$ cat config.mk
export PLATFORM = sky130hd
export DESIGN_NAME = pcb_parity_hold
export DESIGN_NICKNAME = d
export VERILOG_FILES = /design/src/design/pcb_pkg.sv /design/src/design/pcb_delay_line.sv /design/src/design/pcb_parity_hold.sv
export SDC_FILE = /design/constraint.sdc
export NUM_CORES = 1
export LEC_CHECK = 0
export BUFFER_PORTS_ARGS = -buffer_cell sky130_fd_sc_hd__buf_2
export CAP_MARGIN = 30
export CORE_MARGIN = 10
export CORE_UTILIZATION = 55
export DETAILED_ROUTE_END_ITERATION = 12
export PLACE_DENSITY = 0.72
export SLEW_MARGIN = 20
export SYNTH_ARGS = -nofsm -noshare
export SYNTH_HDL_FRONTEND = slang
export SYNTH_HIERARCHICAL = 1
export SYNTH_SLANG_ARGS = --single-unit
$ cat constraint.sdc
create_clock -name clk_in -period 4.6 [get_ports clk_in]
set_input_delay 0.23 -clock clk_in [delete_from_list [all_inputs] [get_ports clk_in]]
set_output_delay 0.23 -clock clk_in [all_outputs]
set_load 0.02 [all_outputs]
$ cat src/design/pcb_pkg.sv
package pcb_pkg;

  // Parity mode register fields
  localparam int MODE_W     = 12;
  localparam int PAR_EN_BIT = 0;
  localparam int HOLD_BIT   = 1;
  localparam int STYLE_BIT  = 6;
  localparam int LAT_LSB    = 8;
  localparam int LAT_W      = 4;
  localparam logic [11:0] PARITY_MODE_RESET = 12'h000;

  // Refresh mode register fields
  localparam int REF_W       = 5;
  localparam int DIRECTED_BIT = 2;
  localparam int BOUNDED_LSB  = 3;
  localparam logic [4:0] REFRESH_MODE_RESET = 5'h00;

  // Mode register selector
  localparam logic MODE_SEL_PARITY  = 1'h0;
  localparam logic MODE_SEL_REFRESH = 1'h1;

  // Command codes on the row and column buses
  localparam int CMD_W = 4;
  localparam logic [3:0] ROW_IDLE       = 4'h0;
  localparam logic [3:0] COL_IDLE       = 4'h0;
  localparam logic [3:0] COL_WRITE      = 4'h1;
  localparam logic [3:0] COL_WRITE_AUTO = 4'h2;
  localparam logic [3:0] COL_READ       = 4'h3;
  localparam logic [3:0] COL_STROBE_HALT = 4'h4;
  localparam logic [3:0] COL_TRAIN_EXIT = 4'h5;
  localparam logic [3:0] COL_SLEEP_EXIT = 4'h6;

  // Hold latency style support codes
  localparam logic [1:0] STYLE_BOTH     = 2'h0;
  localparam logic [1:0] STYLE_EXPLICIT = 2'h2;
  localparam logic [1:0] STYLE_IMPLICIT = 2'h3;

  // Read strobe modes
  localparam logic [1:0] STROBE_OFF       = 2'h0;
  localparam logic [1:0] STROBE_ALWAYS    = 2'h1;
  localparam logic [1:0] STROBE_STARTSTOP = 2'h2;

  // Fault pin levels
  typedef enum logic [1:0] {
    LVL_ZERO  = 2'h0,
    LVL_PLUS  = 2'h1,
    LVL_MINUS = 2'h3
  } pcb_level_t;

  // Gray coded along run, unlock, train, self refresh
  typedef enum logic [1:0] {
    ST_RUN     = 2'h0,
    ST_UNLOCK  = 2'h1,
    ST_TRAIN   = 2'h3,
    ST_SELFREF = 2'h2
  } pcb_state_t;

  // Times in ns
  localparam int QCLK_PERIOD_NS = 800;
  localparam int PRECHARGE_NS   = 18;
  localparam int ALL_BANK_NS    = 280;
  localparam int DIRECTED0_NS   = 100;
  localparam int DIRECTED1_NS   = 200;
  localparam int DIRECTED2_NS   = 300;
  localparam int DIRECTED3_NS   = 400;

  localparam int CNT_W       = 16;
  localparam int FAULT_DEPTH = 16;

  function automatic logic [15:0] round_up(input int t, input int p);
    round_up = 16'((t + p - 1) / p);
  endfunction

endpackage

$ cat src/design/pcb_delay_line.sv
`timescale 1ns/1ns
`default_nettype none

// Event delay line, stepped by the quarter-rate edge, tapped by latency
module pcb_delay_line #(
  parameter int DEPTH = 16,
  parameter int SEL_W = 4
) (
  // Clock and reset
  input  wire logic             clk_in,
  input  wire logic             reset_in,
  // Shift side
  input  wire logic             step_in,
  input  wire logic             bit_in,
  // Tap side
  input  wire logic [SEL_W-1:0] tap_sel_in,
  output logic                  tap_out
);

  logic [DEPTH-1:0] line;
  wire  [DEPTH-1:0] next_line = {line[DEPTH-2:0], bit_in};

  always_ff @(posedge clk_in) begin
    if (reset_in) begin
      line <= '0;
    end else if (step_in) begin
      line <= next_line;
    end
  end

  // Registered tap stands in for the clock-to-pin delay
  always_ff @(posedge clk_in) begin
    if (reset_in) begin
      tap_out <= 1'b0;
    end else begin
      tap_out <= line[tap_sel_in];
    end
  end

endmodule // pcb_delay_line

`default_nettype wire

$ cat src/design/pcb_parity_hold.sv
`timescale 1ns/1ns
`default_nettype none

// Contract
// - Check parity only while parity enable bit 0 is set; off at reset.
// - Training-exit and sleep-exit commands are never parity checked.
// - With hold enabled, confirm parity before executing a command.
// - Command hold is disabled out of reset.
// - Held commands wait for parity, then release and execute.
// - Report supported hold latency style in info word three bits 3:2.
// - With both styles, bit 6 picks explicit; otherwise bit ignored.
// - Failing command and its companion bus command are not executed.
// - Commands in uncertainty windows before the error may be dropped.
// - After a held error, discard all commands until training entry.
// - Fault pin at minus level one quarter cycle at set latency.
// - Fault appears latency setting times quarter period plus pin delay.
// - Drain work and close pages; reset bank counter on training entry.
// - Unlock wait is refresh time plus precharge, rounded per quarter.
// - Directed refresh time follows bounded refresh configuration.
// - Further parity errors during unlock wait need not be reported.
// - Write checksum faults still reported during unlock wait.
// - Running strobe drops to quarter rate within the switch time.
// - Halted strobe goes high-Z, then toggles at quarter rate.
// - Training exit returns to self refresh; always-on strobe restarts.
module pcb_parity_hold #(
  parameter logic [1:0] STYLE_SUPPORT = pcb_pkg::STYLE_BOTH,
  parameter int QCLK_NS      = pcb_pkg::QCLK_PERIOD_NS,
  parameter int PRECHG_NS    = pcb_pkg::PRECHARGE_NS,
  parameter int ALLBANK_NS   = pcb_pkg::ALL_BANK_NS,
  parameter int DIR0_NS      = pcb_pkg::DIRECTED0_NS,
  parameter int DIR1_NS      = pcb_pkg::DIRECTED1_NS,
  parameter int DIR2_NS      = pcb_pkg::DIRECTED2_NS,
  parameter int DIR3_NS      = pcb_pkg::DIRECTED3_NS
) (
  // Clock and reset
  input  wire logic                      clk_in,
  input  wire logic                      reset_in,
  // Link pins
  input  wire logic                      quarter_rate_clock_in,
  input  wire logic [pcb_pkg::CMD_W-1:0] cmd_row_in,
  input  wire logic [pcb_pkg::CMD_W-1:0] cmd_col_in,
  input  wire logic                      cmd_parity_in,
  // Mode register writes and side inputs
  input  wire logic                      mode_write_in,
  input  wire logic                      mode_sel_in,
  input  wire logic [pcb_pkg::MODE_W-1:0] mode_data_in,
  input  wire logic [1:0]                strobe_mode_in,
  input  wire logic                      write_checksum_fault_in,
  // Execution side
  output logic                           exec_valid_out,
  output logic [pcb_pkg::CMD_W-1:0]      exec_row_out,
  output logic [pcb_pkg::CMD_W-1:0]      exec_col_out,
  output logic                           drain_req_out,
  output logic                           bank_counter_reset_out,
  output logic                           training_active_out,
  output logic                           self_refresh_out,
  // Status
  output logic                           cmd_addr_parity_check_out,
  output logic                           parity_command_hold_out,
  output logic                           hold_latency_style_select_out,
  output logic [3:0]                     info_read_word_three_out,
  // Fault and strobe pins
  output logic [1:0]                     fault_level_out,
  output logic                           read_strobe_clock_out,
  output logic                           read_strobe_clock_oe_out
);

  localparam int W = pcb_pkg::CMD_W;

  // Synchronisers for all link pins
  logic         qclk_s1, qclk_s2, qclk_s3;
  logic [2*W:0] cmd_s1, cmd_s2;

  always_ff @(posedge clk_in) begin
    if (reset_in) begin
      qclk_s1 <= 1'b0;
      qclk_s2 <= 1'b0;
      qclk_s3 <= 1'b0;
      cmd_s1  <= '0;
      cmd_s2  <= '0;
    end else begin
      qclk_s1 <= quarter_rate_clock_in;
      qclk_s2 <= qclk_s1;
      qclk_s3 <= qclk_s2;
      cmd_s1  <= {cmd_parity_in, cmd_col_in, cmd_row_in};
      cmd_s2  <= cmd_s1;
    end
  end

  // Mode registers
  logic [pcb_pkg::MODE_W-1:0] parity_mode;
  logic [pcb_pkg::REF_W-1:0]  refresh_mode;

  always_ff @(posedge clk_in) begin
    if (reset_in) begin
      parity_mode  <= pcb_pkg::PARITY_MODE_RESET;
      refresh_mode <= pcb_pkg::REFRESH_MODE_RESET;
    end else if (mode_write_in) begin
      if (mode_sel_in == pcb_pkg::MODE_SEL_PARITY) begin
        parity_mode <= mode_data_in;
      end else begin
        refresh_mode <= mode_data_in[pcb_pkg::REF_W-1:0];
      end
    end
  end

  // Decode
  pcb_pkg::pcb_state_t state, next_state;
  wire [W-1:0] row      = cmd_s2[W-1:0];
  wire [W-1:0] col      = cmd_s2[2*W-1:W];
  wire         qrise    = qclk_s2 & ~qclk_s3;
  wire         par_en   = parity_mode[pcb_pkg::PAR_EN_BIT];
  // Hold without parity is meaningless; gated by the parity enable bit
  wire         hold_on  = par_en & parity_mode[pcb_pkg::HOLD_BIT];
  wire         exempt   = (col == pcb_pkg::COL_TRAIN_EXIT) |
                          (col == pcb_pkg::COL_SLEEP_EXIT);
  wire         par_bad  = ^cmd_s2;
  wire         cmd_err  = qrise & par_en & ~exempt & par_bad;
  wire         not_idle = (row != pcb_pkg::ROW_IDLE) |
                          (col != pcb_pkg::COL_IDLE);
  wire         in_run   = (state == pcb_pkg::ST_RUN);
  wire         accept   = qrise & in_run & not_idle;
  wire         locking  = cmd_err & hold_on & in_run;
  wire         both_sup = (STYLE_SUPPORT == pcb_pkg::STYLE_BOTH);
  wire         explicit_sel = both_sup ? parity_mode[pcb_pkg::STYLE_BIT]
                          : (STYLE_SUPPORT == pcb_pkg::STYLE_EXPLICIT);
  wire [pcb_pkg::LAT_W-1:0] latency =
    parity_mode[pcb_pkg::LAT_LSB +: pcb_pkg::LAT_W];

  // Hold pipeline: one stage implicit, two explicit
  logic         st1_valid, st2_valid;
  logic [2*W-1:0] st1_cmd, st2_cmd;
  wire          next_st1_valid = accept & hold_on & ~cmd_err;
  wire          rel_valid = explicit_sel ? st2_valid : st1_valid;
  wire [2*W-1:0] rel_cmd  = explicit_sel ? st2_cmd : st1_cmd;

  always_ff @(posedge clk_in) begin
    if (reset_in) begin
      st1_valid <= 1'b0;
      st2_valid <= 1'b0;
      st1_cmd   <= '0;
      st2_cmd   <= '0;
    end else if (qrise) begin
      st1_valid <= next_st1_valid;
      st1_cmd   <= {col, row};
      st2_valid <= st1_valid & explicit_sel;
      st2_cmd   <= st1_cmd;
    end
  end

  // Commands already held ahead of an error still drain out
  wire          next_exec = qrise & (hold_on ? rel_valid
                                             : accept);
  wire [2*W-1:0] next_exec_cmd = hold_on ? rel_cmd : {col, row};

  always_ff @(posedge clk_in) begin
    if (reset_in) begin
      exec_valid_out <= 1'b0;
      exec_row_out   <= '0;
      exec_col_out   <= '0;
    end else begin
      exec_valid_out <= next_exec;
      exec_row_out   <= next_exec_cmd[W-1:0];
      exec_col_out   <= next_exec_cmd[2*W-1:W];
    end
  end

  // Unlock wait in quarter cycles
  logic [pcb_pkg::CNT_W-1:0] unlock_cnt;
  wire [1:0] bounded_cfg = refresh_mode[pcb_pkg::BOUNDED_LSB +: 2];
  wire [pcb_pkg::CNT_W-1:0] dir_cycles =
    (bounded_cfg == 2'h0) ? pcb_pkg::round_up(DIR0_NS, QCLK_NS) :
    (bounded_cfg == 2'h1) ? pcb_pkg::round_up(DIR1_NS, QCLK_NS) :
    (bounded_cfg == 2'h2) ? pcb_pkg::round_up(DIR2_NS, QCLK_NS) :
                            pcb_pkg::round_up(DIR3_NS, QCLK_NS);
  wire [pcb_pkg::CNT_W-1:0] ref_cycles =
    refresh_mode[pcb_pkg::DIRECTED_BIT] ? dir_cycles
      : pcb_pkg::round_up(ALLBANK_NS, QCLK_NS);
  wire [pcb_pkg::CNT_W-1:0] unlock_load = pcb_pkg::CNT_W'(ref_cycles +
    pcb_pkg::round_up(PRECHG_NS, QCLK_NS));
  wire unlock_done = qrise & (unlock_cnt == pcb_pkg::CNT_W'(1));

  always_comb begin
    next_state = state;
    unique case (state)
      pcb_pkg::ST_RUN:
        if (locking) next_state = pcb_pkg::ST_UNLOCK;
      pcb_pkg::ST_UNLOCK:
        if (unlock_done) next_state = pcb_pkg::ST_TRAIN;
      pcb_pkg::ST_TRAIN:
        if (qrise && col == pcb_pkg::COL_TRAIN_EXIT) begin
          next_state = pcb_pkg::ST_SELFREF;
        end
      pcb_pkg::ST_SELFREF:
        if (qrise && col == pcb_pkg::COL_SLEEP_EXIT) begin
          next_state = pcb_pkg::ST_RUN;
        end
    endcase
  end

  always_ff @(posedge clk_in) begin
    if (reset_in) begin
      state      <= pcb_pkg::ST_RUN;
      unlock_cnt <= '0;
    end else begin
      state <= next_state;
      if (locking) begin
        unlock_cnt <= unlock_load;
      end else if (qrise && unlock_cnt != '0) begin
        unlock_cnt <= unlock_cnt - pcb_pkg::CNT_W'(1);
      end
    end
  end

  always_ff @(posedge clk_in) begin
    if (reset_in) begin
      drain_req_out          <= 1'b0;
      bank_counter_reset_out <= 1'b0;
      training_active_out    <= 1'b0;
      self_refresh_out       <= 1'b0;
    end else begin
      drain_req_out       <= (next_state == pcb_pkg::ST_UNLOCK);
      bank_counter_reset_out <= (state == pcb_pkg::ST_UNLOCK) &
                             (next_state == pcb_pkg::ST_TRAIN);
      training_active_out <= (next_state == pcb_pkg::ST_TRAIN);
      self_refresh_out    <= (next_state == pcb_pkg::ST_SELFREF);
    end
  end

  // Errors during the unlock wait are not reported
  logic fault_tap;
  pcb_delay_line #(
    .DEPTH (pcb_pkg::FAULT_DEPTH),
    .SEL_W (pcb_pkg::LAT_W)
  ) u_fault_delay (
    .clk_in     (clk_in),
    .reset_in   (reset_in),
    .step_in    (qrise),
    .bit_in     (cmd_err & in_run),
    .tap_sel_in (latency),
    .tap_out    (fault_tap)
  );

  // Checksum faults: set wins over the clear at the quarter edge
  logic wcf_pending, wcf_active;
  always_ff @(posedge clk_in) begin
    if (reset_in) begin
      wcf_pending <= 1'b0;
      wcf_active  <= 1'b0;
    end else begin
      wcf_pending <= write_checksum_fault_in | (wcf_pending & ~qrise);
      if (qrise) begin
        wcf_active <= wcf_pending;
      end
    end
  end

  always_ff @(posedge clk_in) begin
    if (reset_in) begin
      fault_level_out <= pcb_pkg::LVL_PLUS;
    end else begin
      fault_level_out <= (fault_tap | wcf_active) ? pcb_pkg::LVL_MINUS
                                                  : pcb_pkg::LVL_PLUS;
    end
  end

  // Read strobe
  logic strobe_run, strobe_quarter;
  wire  ss_mode = (strobe_mode_in == pcb_pkg::STROBE_STARTSTOP);
  wire  always_mode = (strobe_mode_in == pcb_pkg::STROBE_ALWAYS);
  wire  next_strobe_run =
    always_mode | (ss_mode & (accept & ~locking & col == pcb_pkg::COL_READ |
      strobe_run & ~(accept & col == pcb_pkg::COL_STROBE_HALT)));

  always_ff @(posedge clk_in) begin
    if (reset_in) begin
      strobe_run     <= 1'b0;
      strobe_quarter <= 1'b0;
    end else begin
      unique case (state)
        pcb_pkg::ST_RUN: begin
          strobe_run     <= next_strobe_run;
          strobe_quarter <= locking & strobe_run;
        end
        pcb_pkg::ST_UNLOCK: begin
          strobe_run <= 1'b0;
          if (qrise && ss_mode) begin
            strobe_quarter <= 1'b1;
          end
        end
        pcb_pkg::ST_TRAIN: begin
          if (next_state == pcb_pkg::ST_SELFREF) begin
            strobe_run     <= always_mode;
            strobe_quarter <= 1'b0;
          end
        end
        pcb_pkg::ST_SELFREF: strobe_run <= always_mode;
      endcase
    end
  end

  // Quarter mode follows the link clock, so the first pulse may be short
  always_ff @(posedge clk_in) begin
    if (reset_in) begin
      read_strobe_clock_out    <= 1'b0;
      read_strobe_clock_oe_out <= 1'b0;
    end else if (strobe_quarter) begin
      read_strobe_clock_out    <= qclk_s2;
      read_strobe_clock_oe_out <= 1'b1;
    end else if (strobe_run) begin
      read_strobe_clock_out    <= ~read_strobe_clock_out;
      read_strobe_clock_oe_out <= 1'b1;
    end else begin
      read_strobe_clock_out    <= 1'b0;
      read_strobe_clock_oe_out <= 1'b0;
    end
  end

  always_ff @(posedge clk_in) begin
    if (reset_in) begin
      cmd_addr_parity_check_out     <= 1'b0;
      parity_command_hold_out       <= 1'b0;
      hold_latency_style_select_out <= 1'b0;
      info_read_word_three_out      <= '0;
    end else begin
      cmd_addr_parity_check_out     <= par_en;
      parity_command_hold_out       <= hold_on;
      hold_latency_style_select_out <= explicit_sel;
      info_read_word_three_out      <= {STYLE_SUPPORT, 2'h0};
    end
  end

  logic [pcb_pkg::LAT_W:0] err_age;
  always_ff @(posedge clk_in) begin
    if (reset_in) begin
      err_age <= '1;
    end else if (cmd_err & in_run & qrise) begin
      err_age <= '0;
    end else if (qrise && err_age != '1) begin
      err_age <= err_age + 1'b1;
    end
  end
endmodule // pcb_parity_hold

`default_nettype wire

## Word level (Yosys, flattened, before mapping)

Index checks and enable logic that the tools add are counted.

| operators by class | value |
|---|---|
| add/sub/neg operators | 1 |
| $lt $le $gt $ge | 1 |
| equality and inequality tests | 15 |
| mux-type cells | 23 |
| bitwise operators | 37 |
| reduce and logical (&&, ||, !) cells | 14 |

Operators with widths:

| operator | number |
|---|---|
| $and 1x1->1 | 23 |
| $eq 16x1->1 const B | 1 |
| $mux 8 | 2 |
| $reduce_bool 16->1 | 1 |
| $sub 16x1->16 const B | 1 |
| $mux 2 | 7 |
| $eq 4x3->1 const B | 3 |
| $eq 2x2->1 const B | 5 |
| $mux 1 | 10 |
| $reduce_xor 9->1 | 1 |
| $not 1->1 | 8 |
| $pmux 2 s4 | 1 |
| $reduce_bool 4->1 | 2 |
| $eq 2x1->1 const B | 3 |
| $or 1x1->1 | 6 |
| $lt 4x5->1 const B | 1 |
| $bmux 1 s4 | 1 |
| $eq 4x2->1 const B | 1 |
| $logic_and 1x1->1 | 4 |
| $pmux 1 s4 | 1 |
| $pmux 1 s3 | 1 |
| $reduce_and 3->1 | 1 |
| $reduce_bool 3->1 | 1 |
| $logic_not 2->1 | 1 |
| other kinds (5) | 5 |

| word-level totals | value |
|---|---|
| bits in registers | 110 |

## Longest topological paths before layout

| logic depth | value |
|---|---|
| depth in word-level cells | 14 |
| mapped depth | 9 |
| depth with buffers taken out | 8 |

## By module

The synthesis kept the hierarchy.

Modules (own cells, without submodules):

| module | times used | cells each | area an instance (sq um) | seq. area each (sq um) |
|---|---|---|---|---|
| pcb_parity_hold | 1 | 389 | 3,557.2 | 1,741.7 |
| pcb_delay_line | 1 | 68 | 726.9 | 340.3 |

## Least setup slack after synthesis

Ideal clock, no wire load.

| path | value |
|---|---|
| kind | flip-flop to flip-flop |
| start point | register qclk_s3 |
| end point | register u_fault_delay.line[10] |
| arrival time | 1,839 ps |
| setup slack | 2,633 ps |
| stages on the path, launching flop included | 10 |
| path buffers | 5 |
| period minus slack after synthesis | 1,967 ps |
| path through | dfxtp_1 > nand2b_1 > buf_4 > inv_1 > buf_2 > buf_1 > buf_2 > buf_2 > mux2i_1 > nor2_1 |

| on the way | value |
|---|---|
| cells in the longest elaborated chain, start to end | 2 |

RTL lines:

| item | RTL line | text |
|---|---|---|
| start: declaration | pcb_parity_hold.sv:71 | `logic qclk_s1, qclk_s2, qclk_s3;` |
| start signal: assignment | pcb_parity_hold.sv:84 | `qclk_s3 <= qclk_s2;` |
| $not 1->1 | pcb_parity_hold.sv:111 | `wire qrise = qclk_s2 & ~qclk_s3;` |
| $and 1x1->1 | pcb_parity_hold.sv:111 |  |
| net qrise | pcb_parity_hold.sv:111 |  |
| end signal: assignment | pcb_delay_line.sv:27 | `line <= next_line;` |
| end: declaration | pcb_delay_line.sv:20 | `logic [DEPTH-1:0] line;` |

The timed path passes the listed nets, and every way through them passes these cells.
A chain may end at the register's enable or synchronous reset.

## Worst setup path in the final report

| path | value |
|---|---|
| start point | register qclk_s3 |
| end point | register unlock_cnt[12] (netlist bit) |

| on the way | value |
|---|---|
| cells in the longest elaborated chain, start to end | 8 |

RTL lines:

| item | RTL line | text |
|---|---|---|
| $not 1->1 (*) | pcb_parity_hold.sv:111 |  |
| $and 1x1->1 (*) | pcb_parity_hold.sv:111 |  |
| $and 1x1->1 (3 in series) | pcb_parity_hold.sv:118 | `wire cmd_err = qrise & par_en & ~exempt & par_bad;` |
| $and 1x1->1 (2 in series) | pcb_parity_hold.sv:123 | `wire locking = cmd_err & hold_on & in_run;` |
| $reduce_or 2->1 (no line) | -- |  |
| end signal: assignment | pcb_parity_hold.sv:208 | `unlock_cnt <= unlock_load;` |
| end signal: assignment | pcb_parity_hold.sv:210 | `unlock_cnt <= unlock_cnt - pcb_pkg::CNT_W'(1);` |
| end: declaration | pcb_parity_hold.sv:169 | `logic [pcb_pkg::CNT_W-1:0] unlock_cnt;` |

Mark *: on every way between the ends. The rest lies on a longest branch, timed or not.

==> reports/metrics.yaml <==
sta:
  fmax_ghz: 0.395
  finalSetupViolations: 0
  hold_violations: 0
  rsz0062_at_grt: "false"
  fin_hold_ws_ns: 0.0652
  tns_ns: 0
  slew_headroom_pct: 35.4
  tightest_slew_ns: 0.955
  min_period_ns: 2.53
  finalMaxSlewViolations: 0
  timing.final.crit_share_pct: 55.1
  fin_skew_ns: 0.00959
floorplan:
  rows: 32
  start_util_pct: 56.0
  fp.dieW_um: 108
  core_area_sq_um: 7650
  die_h_um: 108
  num_io_pins: 53
  fp.dieArea_sq_um: 11700
global_routing:
  first_global_vias: 2975
  grt_usage_pct: 14.1
  antenna_found_initial: 0
  gr-total-overflow: 0
  grt_max_degree: 61
  grt_first_pass_wirelength_mm: 13.7
synth:
  synth.area.top_cells: "dfxtp_1 (49%), mux2i_1 (8.2%), nor2_1 (5.3%), nor2b_1 (4.1%), nand2_1 (3.9%)"
  yosysTopAreaCellShare_pct: 48.6
  syn_area_sq_um: 4280
  synth_flop_cell: "dfxtp_1"
  synth_cells: 457
  synth_edf_count: 0
  synth_common_cells: "dfxtp_1 (104), nor2_1 (60), nand2_1 (45), mux2i_1 (35), nor2b_1 (28)"
  synth_seq_area_share_pct: 48.6
  post-synth-top-area-cell: "dfxtp_1"
  synth.most_common_cell: "dfxtp_1"
  synth_seq_cells: 104
  ys_types: 53
  avgSynthCellArea_sq_um: 9.37
  ys.warnings.count: 6
  synthArstFlopShare_pct: 0
setup_path:
  path_delay_family: "simple AND/OR/NAND/NOR gates"
  critPathBufInv: 2
  critPathMaxStageDelay_ns: 0.62
  crit_chain: "nand2b_1, buf_4, inv_1, and3_1, nand4_1, nand2b_1, nor2_1"
  end_kind: "flop"
  cp-start-kind: "flop"
  cp_data_arrival_time_ns: 2.76
  path_depth: 7
  cpMaxStageDelayCell: "inv_1"
  crit_top_cell: "nand2b_1"
  worst-setup-path-type: "reg2reg"
  cp.required_ns: 4.83
  cp_max_fo: 27
  reg2reg_depth: 7
clock_network:
  holdBufCountCts: 0
  clk_latency_ns: 0.36
  cts.repair.resized: 0
  clk_pin_slew_ns: 0.10
  cts_buffer_depth: 2
  numCtsBuffers: 9
  cts_root_buffer: "clkbuf_8"
  postCtsSetupBuffers: 0
  cts_tree: "done"
  cts-htree-levels: 3
  numClockSinks: 104
hold_path:
  min_path_cells: 2
  hold_class: "in2reg"
final_layout:
  fillCellCount: 663
  area_growth_pct: 10.3
  nets: 525
  antennaDiodeCount: 0
  drive_gt1_share_pct: 14.5
route:
  first_pass_iters: 6
  wl_per_cell_um: 13.4
  drt-total-wl_mm: 7.96
  ant_nets: 0
  drc: 0
  num_vias: 3070
  via_per_inst: 5.19
  drt_iter0_markers: 162
status:
  status: "finished clean"
placement:
  hpwl_mm: 5.45
  place_congestion: 0.824
  io_buffers: 42
power:
  total_leakage_power_nw: 1.78
  powerDensity_nw_per_um2: 445
  vdd_drop_max_mv: 0.187
flow_run:
  cap_violations: 0
worst register-to-register path, delay by kind of cell, from the launching register on:
kind	cells	cell delay [ns]
and+or+nand+nor	5	1.26
buffers and inverters	2	0.84
DFF	1	0.31
sequential cells by signal, summed over array words and instances (netlist names), 2 cells and up:
name / count
parity_mode: 7
st1_cmd: 8
state: 2
cmd_s1: 9
unlock_cnt: 16
exec_col_out: 4
u_fault_delay/line: 16
st2_cmd: 8
cmd_s2: 9
exec_row_out: 4
where the power goes:
part / switching, W / internal, W / total, W
clock: 0.000308 / 0.000311 / 0.000619
sequential: 0.0000540 / 0.000954 / 0.00101
combinational: 0.000278 / 0.000197 / 0.000475
total: 0.000640 / 0.00146 / 0.00210
per-layer routing:
layer  GRT usage, %  wire length [um]  vias up
met5              0                 0        -
met4           4.90                98        0
met3           4.52               444       13
met2           21.9              3660       73
met1           18.1              3760     1401
li1               -                 -     1583
cells in the final DEF, fill, tap and decap left out, types with 4 or more instances in the layout:
cell type | synthesis | routed
a211oi_1 | 8 | 8
clkbuf_8 | 0 | 9
nand3_1 | 9 | 9
xnor2_1 | 14 | 14
nand2b_1 | 4 | 4
nor2_1 | 60 | 60
conb_1 | 2 | 5
nor2b_1 | 28 | 28
ha_1 | 11 | 11
mux2i_1 | 35 | 35
inv_1 | 14 | 14
nand4_1 | 6 | 6
buf_4 | 6 | 4
nand2_1 | 45 | 45
buf_2 | 5 | 42
a31oi_1 | 8 | 8
nor3_1 | 7 | 7
a21oi_1 | 27 | 27
dfxtp_1 | 104 | 104
area by class of cell:
cell class	instances	area [sq um]	area share [%]
sequential	104	2080	44.1
multi-input combinational	310	2000	42.3
timing repair buffer	46	240	5.08
tap	102	128	2.70
clock buffer	9	124	2.62
clock inverter	7	101	2.15
inverter	14	52.6	1.11
stage by stage:
| step | setup WS, ns | util [%] | power [W] | area, sq um | cells |
|---|---|---|---|---|---|
| 4_1_cts | 2.06 | 61.8 | 0.00212 | 4720 | 592 |
| 3_3_place_gp | 2.10 | 58.8 | 0.00149 | 4500 | 576 |
| 2_1_floorplan | 2.63 | - | 0.00145 | 4300 | 460 |
| 6_report | 2.07 | 61.8 | 0.00210 | 4720 | 592 |
| 5_1_grt | 1.81 | 61.8 | 0.00222 | 4720 | 592 |
| 3_5_place_dp | 2.08 | 58.8 | 0.00150 | 4500 | 576 |
cell families after synthesis:
kind of cell               count (synthesis)  synth area share, %
AOI/OAI and AO/OA                         57                 8.27
xor gates and xnor gates                  17                 3.80
adders and majority gates                 11                 3.21
buffers and inverters                     46                 5.05
DFF                                      104                 48.6
muxes                                     38                 9.58
other                                      2                0.175
and+or+nand+nor                          182                 21.3
path summary, 6_finish.rpt:
| path | start | endpoint | slack, ns |
|---|---|---|---|
| hold reg to reg | cmd_s1[7] | cmd_s2[7] | 0.45 |
| setup / recovery | qclk_s3 | unlock_cnt[12] | 2.07 |
| setup reg to reg | qclk_s3 | unlock_cnt[12] | 2.07 |
| hold / removal | cmd_col_in[3] | cmd_s1[7] | 0.07 |
No activity file was read; power rests on OpenSTA's default activity.
